**src/verilog/sdc_pkg.sv**
```systemverilog
// Package: constants for the squib diagnostic command and status block
`default_nettype none
package sdc_pkg;
    // Command codes
    localparam logic [7:0] CMD_UNLOCK_CNT1 = 8'h80;
    localparam logic [7:0] CMD_UNLOCK_CNT2 = 8'h81;
    localparam logic [7:0] CMD_DIAG_SUPPLY = 8'hC0;
    localparam logic [7:0] CMD_SQUIB_SHORT = 8'hC1;
    localparam logic [7:0] CMD_FIRE_SUPPLY = 8'hC5;
    localparam logic [7:0] CMD_DIAG_THRESH = 8'hC6;
    localparam logic [7:0] CMD_REF_RES = 8'hC8;
    localparam logic [7:0] CMD_RETURN = 8'hC9;
    localparam logic [7:0] CMD_INTEGRITY = 8'h96;
    localparam logic [7:0] RSP_INTEGRITY = 8'h69;
    localparam logic [7:0] RSP_NONE = 8'h00;
    // AHB-Lite register byte offsets
    localparam logic [7:0] REG_STATUS = 8'h00;
    localparam logic [7:0] REG_MASK = 8'h04;
    localparam logic [7:0] REG_CTRL = 8'h08;
    localparam logic [7:0] REG_LAST_CMD = 8'h0C;
    localparam logic [7:0] REG_CNT1 = 8'h10;
    localparam logic [7:0] REG_CNT2 = 8'h14;
    // Status bit positions
    localparam int ST_BYTE = 0;
    localparam int ST_PROG = 1;
    localparam int ST_DROP = 2;
    localparam int ST_W = 3;
    // Control bit positions
    localparam int CT_FIRING = 0;
    localparam int CT_RET_INH = 1;
    localparam logic [7:0] CNT_RESET = 8'h00;
    // Command tracker states
    typedef enum logic [1:0]
    {
        SDC_IDLE = 2'b00,
        SDC_ARM1 = 2'b01,
        SDC_ARM2 = 2'b10
    } sdc_arm_t;
endpackage : sdc_pkg
`default_nettype wire

```
**src/verilog/sdc_core.sv**
```systemverilog
// Squib diagnostic serial command decoder and status encoder
//
// Overview of operation
// - Programming byte ignored while any transistor fires
// - Unlock and programming byte must be consecutive
// - Response byte goes out on next transfer
// - Integrity command 96 answers with 69
// - Resistor ok flags zero when faulty
// - C8 fire enable bits follow pins
// - Safing result only for channels 1A, 2A
// - Safing pair: short 00, open 11, normal 01
// - Closed sensor short, lost connection open
// - C0 diag supply pairs: 11, 01, 00
// - C5 fire supply pairs: 11, 01, 00
// - C6 four threshold bits per diag supply
// - C9 return flag one when open
// - Return test blocked while firing
// - C1 ground short reported below minimum
// - C1 battery short reported above maximum
// - C1 ok bits zero on short, else one
`default_nettype none
module sdc_core
    import sdc_pkg::*;
(
    input wire logic clk_sys,
    input wire logic rstn,
    // Serial link pins
    input wire logic spi_sclk,
    input wire logic spi_cs_n,
    input wire logic spi_mosi,
    output logic spi_miso,
    output logic spi_miso_oe,
    // Comparator and pin levels
    input wire logic fire_enable_one,
    input wire logic fire_enable_two,
    input wire logic [1:0] limit_resistor_ok,
    input wire logic diag_resistor_ok,
    input wire logic [1:0] safing_sensor_closed,
    input wire logic [1:0] safing_path_lost,
    input wire logic [1:0] diag_supply_above_high,
    input wire logic [1:0] diag_supply_above_low,
    input wire logic [3:0] fire_supply_above_high,
    input wire logic [3:0] fire_supply_above_low,
    input wire logic [7:0] diag_supply_thresh,
    input wire logic [1:0] fire_return_above,
    input wire logic [3:0] squib_below_min,
    input wire logic [3:0] squib_above_max,
    input wire logic firing_active,
    output logic return_test_enable,
    // AHB-Lite slave
    input wire logic hsel,
    input wire logic [31:0] haddr,
    input wire logic [1:0] htrans,
    input wire logic hwrite,
    input wire logic [2:0] hsize,
    input wire logic hready,
    input wire logic [31:0] hwdata,
    output logic [31:0] hrdata,
    output logic hreadyout,
    output logic hresp,
    output logic irq
);
    // Reset release through two flops
    logic rst_s1_q, rst_n_q;
    always_ff @(posedge clk_sys or negedge rstn)
    begin
        if (!rstn)
        begin
            rst_s1_q <= 1'b0;
            rst_n_q <= 1'b0;
        end
        else
        begin
            rst_s1_q <= 1'b1;
            rst_n_q <= rst_s1_q;
        end
    end

    // Pin inputs pass three flops; change taken when stages two and three agree
    logic [2:0] sclk_q, cs_q, mosi_q;
    logic sclk_f_q, cs_f_q, mosi_f_q;
    always_ff @(posedge clk_sys or negedge rst_n_q)
    begin
        if (!rst_n_q)
        begin
            sclk_q <= 3'h0;
            cs_q <= 3'h7;
            mosi_q <= 3'h0;
            sclk_f_q <= 1'b0;
            cs_f_q <= 1'b1;
            mosi_f_q <= 1'b0;
        end
        else
        begin
            sclk_q <= {sclk_q[1:0], spi_sclk};
            cs_q <= {cs_q[1:0], spi_cs_n};
            mosi_q <= {mosi_q[1:0], spi_mosi};
            if (sclk_q[1] == sclk_q[2]) sclk_f_q <= sclk_q[2];
            if (cs_q[1] == cs_q[2]) cs_f_q <= cs_q[2];
            if (mosi_q[1] == mosi_q[2]) mosi_f_q <= mosi_q[2];
        end
    end

    // Edge detection on the filtered copies (mode 0: sample rise, shift fall)
    logic sclk_p_q, cs_p_q;
    always_ff @(posedge clk_sys or negedge rst_n_q)
    begin
        if (!rst_n_q)
        begin
            sclk_p_q <= 1'b0;
            cs_p_q <= 1'b1;
        end
        else
        begin
            sclk_p_q <= sclk_f_q;
            cs_p_q <= cs_f_q;
        end
    end
    wire sclk_rise = sclk_f_q & ~sclk_p_q & ~cs_f_q;
    wire sclk_fall = ~sclk_f_q & sclk_p_q & ~cs_f_q;
    wire cs_start = ~cs_f_q & cs_p_q;
    wire cs_end = cs_f_q & ~cs_p_q;

    // Receive shift register and bit counter
    logic [7:0] rx_q, tx_q, rsp_q;
    logic [3:0] bits_q;
    wire [7:0] rx_full = rx_q; // Whole byte; decoded only at frame end
    wire byte_done = cs_end & (bits_q == 4'd8);

    // Status encoding helpers
    function automatic logic [1:0] sdc_window(input logic above_hi, input logic above_lo);
        sdc_window = {above_hi & above_lo, above_lo};
    endfunction : sdc_window

    // Safing pair per channel A: short 00, open 11, else 01
    wire [1:0] safe_a1 = safing_sensor_closed[0] ? 2'b00 : (safing_path_lost[0] ? 2'b11 : 2'b01);
    wire [1:0] safe_a2 = safing_sensor_closed[1] ? 2'b00 : (safing_path_lost[1] ? 2'b11 : 2'b01);
    // C0: safing for 1A and 2A only, then diag supply pairs
    wire [7:0] rsp_c0 = {safe_a2, safe_a1,
        sdc_window(diag_supply_above_high[1], diag_supply_above_low[1]),
        sdc_window(diag_supply_above_high[0], diag_supply_above_low[0])};
    wire [7:0] rsp_c5 = {sdc_window(fire_supply_above_high[3], fire_supply_above_low[3]),
        sdc_window(fire_supply_above_high[2], fire_supply_above_low[2]),
        sdc_window(fire_supply_above_high[1], fire_supply_above_low[1]),
        sdc_window(fire_supply_above_high[0], fire_supply_above_low[0])};
    wire [7:0] rsp_c6 = diag_supply_thresh;
    // C8: enables, resistor flags (one when healthy)
    wire [7:0] rsp_c8 = {3'h0, fire_enable_two, fire_enable_one, diag_resistor_ok, limit_resistor_ok};
    // Return flags held at last result while firing, test blocked
    logic [1:0] ret_q;
    wire [7:0] rsp_c9 = {6'h00, ret_q};
    // C1: per squib no_battery_short / no_ground_short
    logic [7:0] rsp_c1;
    always_comb
    begin
        for (int i = 0; i < 4; i++)
        begin
            rsp_c1[2*i+1] = ~squib_above_max[i];
            rsp_c1[2*i] = ~squib_below_min[i];
        end
    end

    // Command tracker
    sdc_arm_t arm_q;
    logic [7:0] cnt1_q, cnt2_q, last_q;
    logic [ST_W-1:0] st_q, mask_q;
    logic [1:0] ctrl_q;
    wire firing = firing_active | ctrl_q[CT_FIRING];
    wire is_unlock = (rx_full == CMD_UNLOCK_CNT1) | (rx_full == CMD_UNLOCK_CNT2);
    wire armed = (arm_q != SDC_IDLE);
    wire prog_ok = armed & ~firing;
    wire prog_drop = armed & firing;
    assign return_test_enable = ~firing & ~ctrl_q[CT_RET_INH];

    // Response selection for the byte just received
    logic [7:0] rsp_d;
    always_comb
    begin
        rsp_d = RSP_NONE;
        if (armed)
            rsp_d = prog_ok ? rx_full : RSP_NONE;
        else
        begin
            case (rx_full)
                CMD_INTEGRITY: rsp_d = RSP_INTEGRITY;
                CMD_UNLOCK_CNT1, CMD_UNLOCK_CNT2: rsp_d = rx_full;
                CMD_DIAG_SUPPLY: rsp_d = rsp_c0;
                CMD_SQUIB_SHORT: rsp_d = rsp_c1;
                CMD_FIRE_SUPPLY: rsp_d = rsp_c5;
                CMD_DIAG_THRESH: rsp_d = rsp_c6;
                CMD_REF_RES: rsp_d = rsp_c8;
                CMD_RETURN: rsp_d = rsp_c9;
                default: rsp_d = RSP_NONE;
            endcase
        end
    end

    // Serial shifting; response latched at byte end, sent next frame
    always_ff @(posedge clk_sys or negedge rst_n_q)
    begin
        if (!rst_n_q)
        begin
            rx_q <= 8'h00;
            tx_q <= 8'h00;
            rsp_q <= 8'h00;
            bits_q <= 4'h0;
        end
        else
        begin
            if (cs_start)
            begin
                bits_q <= 4'h0;
                tx_q <= rsp_q;
            end
            else if (sclk_rise)
            begin
                rx_q <= {rx_q[6:0], mosi_f_q};
                // Saturates past eight so a long frame is refused as well
                if (bits_q != 4'd9) bits_q <= bits_q + 4'd1;
            end
            else if (sclk_fall) tx_q <= {tx_q[6:0], 1'b0};
            if (byte_done) rsp_q <= rsp_d;
        end
    end
    assign spi_miso = tx_q[7];
    assign spi_miso_oe = ~cs_f_q;

    // Unlock/program sequencing: any intervening byte disarms
    always_ff @(posedge clk_sys or negedge rst_n_q)
    begin
        if (!rst_n_q)
        begin
            arm_q <= SDC_IDLE;
            cnt1_q <= CNT_RESET;
            cnt2_q <= CNT_RESET;
            last_q <= 8'h00;
        end
        else if (byte_done)
        begin
            last_q <= rx_full;
            if (armed)
            begin
                arm_q <= SDC_IDLE;
                if (prog_ok && arm_q == SDC_ARM1) cnt1_q <= rx_full;
                if (prog_ok && arm_q == SDC_ARM2) cnt2_q <= rx_full;
            end
            else if (is_unlock)
                arm_q <= (rx_full == CMD_UNLOCK_CNT1) ? SDC_ARM1 : SDC_ARM2;
        end
    end

    // Return test result only updates while the test runs
    always_ff @(posedge clk_sys or negedge rst_n_q)
    begin
        if (!rst_n_q) ret_q <= 2'b00;
        else if (return_test_enable) ret_q <= fire_return_above;
    end

    // Bus slave: register the address phase
    logic wr_q, rd_q;
    logic [7:0] addr_q;
    wire take = hsel & hready & htrans[1];
    wire [ST_W-1:0] ev = {prog_drop & byte_done, prog_ok & byte_done, byte_done};
    wire [ST_W-1:0] w1c = (wr_q && addr_q == REG_STATUS) ? hwdata[ST_W-1:0] : '0;
    always_ff @(posedge clk_sys or negedge rst_n_q)
    begin
        if (!rst_n_q)
        begin
            wr_q <= 1'b0;
            rd_q <= 1'b0;
            addr_q <= 8'h00;
            st_q <= '0;
            mask_q <= '0;
            ctrl_q <= 2'b00;
        end
        else
        begin
            wr_q <= take & hwrite;
            rd_q <= take & ~hwrite;
            addr_q <= haddr[7:0];
            // Set wins over a same-cycle clear
            st_q <= (st_q & ~w1c) | ev;
            if (wr_q && addr_q == REG_MASK) mask_q <= hwdata[ST_W-1:0];
            if (wr_q && addr_q == REG_CTRL) ctrl_q <= hwdata[1:0];
        end
    end

    // Read mux; unmapped offsets read zero
    logic [31:0] rdata_d;
    always_comb
    begin
        case (addr_q)
            REG_STATUS: rdata_d = {29'h0, st_q};
            REG_MASK: rdata_d = {29'h0, mask_q};
            REG_CTRL: rdata_d = {30'h0, ctrl_q};
            REG_LAST_CMD: rdata_d = {24'h0, last_q};
            REG_CNT1: rdata_d = {24'h0, cnt1_q};
            REG_CNT2: rdata_d = {24'h0, cnt2_q};
            default: rdata_d = 32'h0000_0000;
        endcase
    end
    assign hrdata = rd_q ? rdata_d : 32'h0000_0000;
    assign hreadyout = 1'b1;
    assign hresp = 1'b0;
    assign irq = |(st_q & mask_q);
endmodule : sdc_core
`default_nettype wire

```
**config.mk**
```make
export PLATFORM = sky130hd
export DESIGN_NAME = sdc_core
export DESIGN_NICKNAME = d
export VERILOG_FILES = /design/src/verilog/sdc_pkg.sv /design/src/verilog/sdc_core.sv
export SDC_FILE = /design/constraint.sdc
export NUM_CORES = 1
export LEC_CHECK = 0
export BUFFER_PORTS_ARGS = -buffer_cell sky130_fd_sc_hd__buf_2
export CORE_MARGIN = 2
export CORE_UTILIZATION = 30
export CTS_BUF_LIST = sky130_fd_sc_hd__clkbuf_4
export DETAILED_ROUTE_END_ITERATION = 8
export SETUP_SLACK_MARGIN = 0.02
export SYNTH_ARGS = -nofsm -noshare
export SYNTH_HDL_FRONTEND = slang
export SYNTH_SLANG_ARGS = --single-unit
```
**constraint.sdc**
```tcl
create_clock -name clk_sys -period 3.2 [get_ports clk_sys]
set_input_delay 0.96 -clock clk_sys [delete_from_list [all_inputs] [get_ports clk_sys]]
set_output_delay 0.96 -clock clk_sys [all_outputs]
set_load 0.02 [all_outputs]
```
* Yosys cells after proc, flatten, opt, wreduce, memory -nomap -nowiden *
Cells that the tools add are included.

storage, ports and cells
  register bits after elaboration = 90
  bits of input ports = 117
  output and inout bits = 38
  logic and storage cells = 130

cells by class
  add/sub/neg operators = 1
  equality and inequality tests = 22
  mux-type cells = 19
  bitwise logic cells = 44
  reduce and logical (&&, ||, !) cells = 19

operator list
  kind                 number
  $eq 8x8->1 const B   9
  $pmux 8 s8           1
  $pmux 8 s6           1
  $mux 8               5
  $mux 32              1
  $and 1x1->1          22
  $eq 8x4->1 const B   2
  $eq 8x5->1 const B   2
  $not 1->1            16
  $mux 2               7
  $mux 4               3
  $reduce_bool 2->1    5
  $eq 8x3->1 const B   1
  $logic_not 8->1      1
  $reduce_and 2->1     4
  $and 3x3->3          2
  $reduce_and 3->1     2
  $logic_and 1x1->1    5
  $add 4x1->4 const B  1
  $eq 4x4->1 const B   1
  $ne 4x4->1 const B   1
  $eq 1x1->1           3
  $mux 3               1
  $not 3->3            1
  7 further kinds      8

* Depth between registers and ports, before layout *
Gate-level depths: netlist of the first run.

  depth in word-level cells = 6
  mapped depth = 7
  depth with buffers taken out = 6

* Worst setup path after synthesis of the first run *
No wires, ideal clock.

  path kind = register to output
  start = reg addr_q[1]
  end = out hrdata[2]
  arrival = 1.754 ns
  data required time = 2.240 ns
  slack = 0.486 ns
  cell stages (with the launch flop) = 7
  path buffers = 1
  path through = dfrtp_1 > or4_1 > nor2_1 > and3_1 > clkbuf_1 > a22oi_1 > nor2_1

on the way
  longest elaborated chain between the ends = 3
  elaborated cells between the ends (all ways) = 8
  classes of those cells = 5 x eq/ne; 2 x mux; 1 x reduce/logical

RTL lines
  item                                      RTL line         RTL
  start, declared                           sdc_core.sv:261  logic [7:0] addr_q;
  start signal, assigned                    sdc_core.sv:280  addr_q <= haddr[7:0];
  $eq 8x5->1, or another cell as far along  sdc_core.sv:292  case (addr_q)
  $pmux 8 s6 (*)                            sdc_core.sv:292
  $mux 32 (*)                               sdc_core.sv:302  assign hrdata = rd_q ? rdata_d : 32'h0000_0000;
  end, declared                             sdc_core.sv:58   output logic [31:0] hrdata,

Every way passes the cells marked *; elsewhere a longest branch is shown, timed or not.

* Final worst setup path of the first run *
  start = reg addr_q[1]
  end = out hrdata[7]

Same word-level chain as after synthesis.

==> results of run 1 <==
## cells in the mapped netlist (3+ instances only)
library cell	count
a21o_1	3
nor3_1	9
a21oi_1	5
a31oi_1	3
a32o_1	3
mux2i_1	12
o21ai_0	16
nand3_1	5
mux4_2	3
ha_1	3
dfrtp_1	85
buf_4	26
o221ai_1	3
buf_2	3
a22o_1	4
nand2_1	43
clkbuf_1	14
and3_1	12
a221o_1	8
inv_1	6
nor2_1	27
dfstp_2	5
a32oi_1	5
maj3_1	3
a22oi_1	6
nor2b_1	9
mux2_2	35
## cell type report
type	instances	area (µm²)
well taps	184	230
fillers	1451	9270
repair buffers	80	442
multi-input cells	277	1950
clock inverters	5	104
inverters	7	26.3
clock buffers	11	82.6
flip-flops and latches	90	2260
## power breakdown
group / switching (µW) / internal (µW)
registers: 178 / 1200
logic: 201 / 177
clock network: 374 / 414
## kinds of logic after synthesis
logic type / share of synthesized area (%)
AO/OA/AOI/OAI: 11.2
XOR/XNOR: 0.602
other: 0.172
adder cells (fa/ha/maj): 1.55
flip-flops: 51.8
multiplexers: 13.3
AND/OR/NAND/NOR: 14.4
buffers and inverters: 6.97
## routing by layer
layer  track usage, %  up-vias  wire (µm)
li1                 -     1510          -
met5                0        -          0
met3             2.41       11        559
met4             4.49        0        135
met2             22.0      104       4830
met1             18.0     1598       4630
## worst max-delay path by stage
stage | startpoint | end | slack (ns) | cells past startpoint
after global placement | addr_q[1] | hrdata[6] | 0.33 | 6
after CTS | addr_q[1] | hrdata[2] | 0.04 | 6
after floorplan | addr_q[1] | hrdata[2] | 0.49 | 6
after detailed placement | addr_q[1] | hrdata[3] | 0.34 | 6
final | addr_q[1] | hrdata[7] | 0.09 | 6
after global routing | addr_q[1] | hrdata[7] | -0.009 | 6
## what timing repair did
action                                  4_1_cts  5_1_grt
endpoints found under the setup margin        6        6
pin swaps                                     1        1
endpoints found under the hold margin         0        0
gates resized for setup                      16        9
## through the flow
stage / instance area [µm²] / hold slack (ns) / power (µW) / util [%]
finish: 5100 / 0.289 / 2550 / 35.5
global route: 5100 / 0.256 / 2680 / 35.5
CTS: 5070 / 0.255 / 2570 / 35.3
detailed placement: 4840 / 0.335 / 1780 / 33.7
global placement: 4840 / 0.328 / 1760 / 33.7
floorplan: 4460 / 0.331 / 1650 / -
## registers in the layout, summed over array words and instances, names as in the netlist, 2 cells and up
signal and count:
cnt2_q 8, mask_q 3, tx_q 8, cs_q 3, ctrl_q 2, cnt1_q 8, rsp_q 8, last_q 8
arm_q 2, rx_full 8, ret_q 2, bits_q 4, sclk_q 3, mosi_q 3, st_q 3, addr_q 8
==> impl_metrics.csv, run 1 <==
group,metric,value,unit
setup_path,critPathBufInv,1,
die,dieArea,15500,µm²
routing,route.detailed.wl_per_inst,15.5,µm
routing,ant_nets,0,
die,ios,155,
setup_path,cpPeakStageDelay,0.56,ns
finish,final_cells,654,
sta,clock.fmax,0.321,GHz
routing,drc_errors,0,
setup_path,path_max_fanout,6,
setup_path,crit_family,"simple AND/OR/NAND/NOR gates",
placed_design,placed_cells,638,
finish,drive_gt1_share,33.4,%
setup_path,crit_arrival,2.15,ns
power,power-per-cell-area,500,nW/µm²
finish,area_growth,16.9,%
die,start_util,30.4,%
power,ir_drop,0.211,mV
min_path,hold_path.class,"in2async",
global_route,first_global_vias,3328,
clock_tree,numCtsBuffers,9,
clock_tree,cts_tree,"done",
global_route,antenna_found_initial,0,
sta,min_period_over_period,97.3,%
finish,n_antenna_cell,0,
sta,tns,0,ns
placed_design,hpwlAfterDp,7370,µm
synth,synth_warnings,0,
setup_path,r2r_end,"rsp_q[2]",
synth,synthesis.instances,394,
setup_path,r2r_slack,0.85,ns
routing,routed-via-count,3223,
synth,async_flop_share,100,%
synth,synthDominantCellAreaShare,48.8,%
routing,drtPass1Iterations,5,
sta,setup_violations,0,
synth,yosysSeqAreaShare,51.8,%
global_route,grt_first_pass_wirelength,17000,µm
placed_design,gp_congestion,0.898,
setup_path,timing.rr.start,"rx_full[0]",
die,die_x,125,µm
routing,wl,10200,µm
synth,synth.avg_cell_area,11.1,µm²
global_route,grt_overflow,0,
global_route,grt_max_degree,44,
synth,synth_edf_count,0,
die,fp-row-count,44,
sta,worst_pin_slew,0.883,ns
finish,nets,585,
synth,synth-seq-cells,90,
finish,final_common_cell,"dfrtp_1",
sta,hold_viol,0,
clock_tree,holdBufCountCts,0,
run_status,status,"finished clean",
sta,rsz0062_at_grt,"yes",
clock_tree,ctsHtreeMaxLevel,3,
synth,ys_top_cells_by_area,"dfrtp_1, mux2_2, buf_4",
setup_path,setup.worst_path.start_class,"flop",
clock_tree,post_cts_buffers,0,
synth,synth_area_leader_cell,"dfrtp_1",
setup_path,crit_slowest_cell,"or4_4",
setup_path,end_kind,"primary output",
setup_path,crit_type,"reg2out",
synth,syn_area,4360,µm²
clock_tree,cts_sinks,90,
die,core,14400,µm²
sta,setup_ws,0.0875,ns
placed_design,place.port_buffers,71,
routing,drtIter0Drc,143,
synth,synth_cell_types,57,
clock_tree,clkLatencyLatePin,0.44,ns
global_route,grtUsageTotal,13.4,%
clock_tree,clk_pin_slew_worst_paths,0.13,ns
power,p_leak,0.00244,µW
setup_path,cp.required,2.24,ns
run,drv_cap,0,
finish,layout_common_cells,"dfrtp_1, buf_2, nand2_1",
die,fp.dieH,125,µm
routing,vias_per_cell,4.93,
setup_path,reg2reg_depth,5,
placed_design,dpl_worst_slack,0.337,ns
sta,slew_headroom,40.7,%
sta,finalCriticalPeriod,3.11,ns
synth,synth_ff_type,"dfrtp_1",
setup_path,path_cells,"or4_4 -> nor2_4 -> and3_4 -> a22oi_1 -> nor2_2 -> buf_6",
sta,slew_viol_final,0,
clock_tree,root_buffer,"clkbuf_4",
clock_tree,cts_buffer_depth,2,
sta,finalClockSkew,0.0254,ns
No activity file was read; power rests on OpenSTA's default activity.
==> run 2: changes to the inputs <==
- CORE_UTILIZATION: 30 -> 50
- PLACE_DENSITY_LB_ADDON: default -> 0.12
- SETUP_SLACK_MARGIN: 0.02 -> default
==> impl_metrics.csv, run 2 (synthesis gave the netlist of run 1 again) <==
group,metric,value,unit
sta,clock.fmax,0.323,GHz
finish,n_antenna_cell,0,
finish,utilization,58.1,%
routing,wl,9620,µm
setup_path,end_kind,"primary output",
sta,hold_viol,0,
sta,slew_headroom,44.4,%
sta,setup_ws,0.102,ns
setup_path,cpPeakStageDelay,0.57,ns
placed_design,gp_congestion,0.846,
routing,route.detailed.wl_per_inst,16.5,µm
clock_tree,holdBufCountCts,0,
run_status,status,"finished clean",
sta,finalCriticalPeriod,3.10,ns
clock_tree,clkLatencyLatePin,0.43,ns
die,dieArea,9490,µm²
sta,worst_pin_slew,0.834,ns
setup_path,path_max_fanout,6,
global_route,grt_max_degree,67,
die,die_x,97.4,µm
finish,final_cells,583,
finish,area_growth,14.4,%
sta,fin_hold_ws,0.279,ns
global_route,grt_first_pass_wirelength,16000,µm
setup_path,crit_arrival,2.14,ns
die,fp.dieH,97.4,µm
power,power-per-cell-area,497,nW/µm²
routing,ant_nets,0,
global_route,antenna_found_initial,0,
setup_path,crit_type,"reg2out",
sta,finalClockSkew,0.0147,ns
power,p_leak,0.00245,µW
finish,final_common_cell,"dfrtp_1",
global_route,grtUsageTotal,21.2,%
die,ios,155,
sta,rsz0062_at_grt,"yes",
placed_design,place.port_buffers,71,
placed_design,dpl_worst_slack,0.354,ns
placed_design,hpwlAfterDp,6910,µm
routing,drtPass1Iterations,4,
routing,drtIter0Drc,108,
setup_path,path_cells,"or4_4 -> nor2_4 -> and3_4 -> a22oi_1 -> nor2_1 -> buf_2",
setup_path,timing.rr.start,"rx_full[3]",
sta,slew_viol_final,0,
placed_design,placed_cells,566,
die,start_util,50.8,%
die,fp-row-count,34,
finish,nets,590,
setup_path,crit_start,"addr_q[7]",
die,core,8590,µm²
routing,routed-via-count,3208,
clock_tree,cts_tree,"done",
setup_path,setup.worst_path.start_class,"flop",
clock_tree,clk_pin_slew_worst_paths,0.14,ns
routing,drc_errors,0,
sta,setup_violations,0,
routing,vias_per_cell,5.50,
clock_tree,numCtsBuffers,9,
global_route,first_global_vias,3176,
clock_tree,cts_sinks,90,
finish,drive_gt1_share,32.8,%
power,ir_drop,0.303,mV
finish,fillCellCount,789,
global_route,grt_overflow,0,
run,drv_cap,0,
finish,layout_common_cells,"dfrtp_1, buf_2, nand2_1",
clock_tree,root_buffer,"clkbuf_4",
clock_tree,ctsHtreeMaxLevel,3,
setup_path,crit_slowest_cell,"or4_4",
sta,min_period_over_period,96.8,%
setup_path,cp.required,2.24,ns
min_path,hold_path.class,"in2async",
clock_tree,cts_buffer_depth,2,
-- run 2: changes by cell type in the layout (fill, tap and decap cells not counted), sizes merged --
cell | previous run | this run
clkbuf | 11 | 10
inv | 6 | 8
bufinv | 3 | 2
buf | 80 | 85
clkinv | 3 | 2
clkinvlp | 0 | 1
-- run 2: path summary, 6_finish.rpt --
kind                              to  slack (ns)  depth (start not counted)
max in group asynchronous    cs_q[2]        1.97                          1
hold / removal               rst_n_q        0.28                          1
min in group clk_sys       sclk_q[1]        0.35                          0
setup reg to reg            rsp_q[7]        0.94                          5
hold reg to reg            sclk_q[1]        0.35                          0
setup / recovery           hrdata[3]        0.10                          6
-- run 2: metal layers --
layer | share of wire [%] | global-route usage, %
met5 | 0 | 0
met4 | 1.5 | 6.84
met3 | 4.5 | 4.10
met2 | 46 | 31.5
met1 | 48 | 31.5
-- run 2: critical path, delay by kind of cell, from the launching register on --
family	cells	cell delay, ns
flip-flops	1	0.39
AND/OR/NAND/NOR	4	1.04
buffers and inverters	1	0.17
AO/OA/AOI/OAI	1	0.10
-- run 2: layout make-up --
type	instances	area (µm²)	share of cell area, %
sequential	90	2260	45.3
multi-input combinational	277	1940	38.8
timing repair buffer	85	465	9.32
tap	108	135	2.71
clock inverter	6	88.8	1.78
clock buffer	10	75.1	1.50
inverter	7	26.3	0.526
-- run 2: report_power, final --
part / internal, µW / switching [µW]
Clock: 329 / 379
Combinational: 191 / 221
Sequential: 1200 / 159
-- run 2: timing repair --
action                                 CTS  global route
setup endpoints to repair                6             6
gates resized for setup                  6             8
endpoints found under the hold margin    0             0
pin swaps                                1             4
buffers inserted                         1             0
cloned                                   0             0
-- run 2: through the flow --
stage | total power [µW] | cell area [µm²] | TNS, ns
global placement | 1780 | 4770 | 0
finish | 2480 | 4990 | 0
CTS | 2500 | 4960 | 0
detailed placement | 1790 | 4770 | 0
floorplan | 1650 | 4460 | 0
global route | 2610 | 4990 | -0.00932
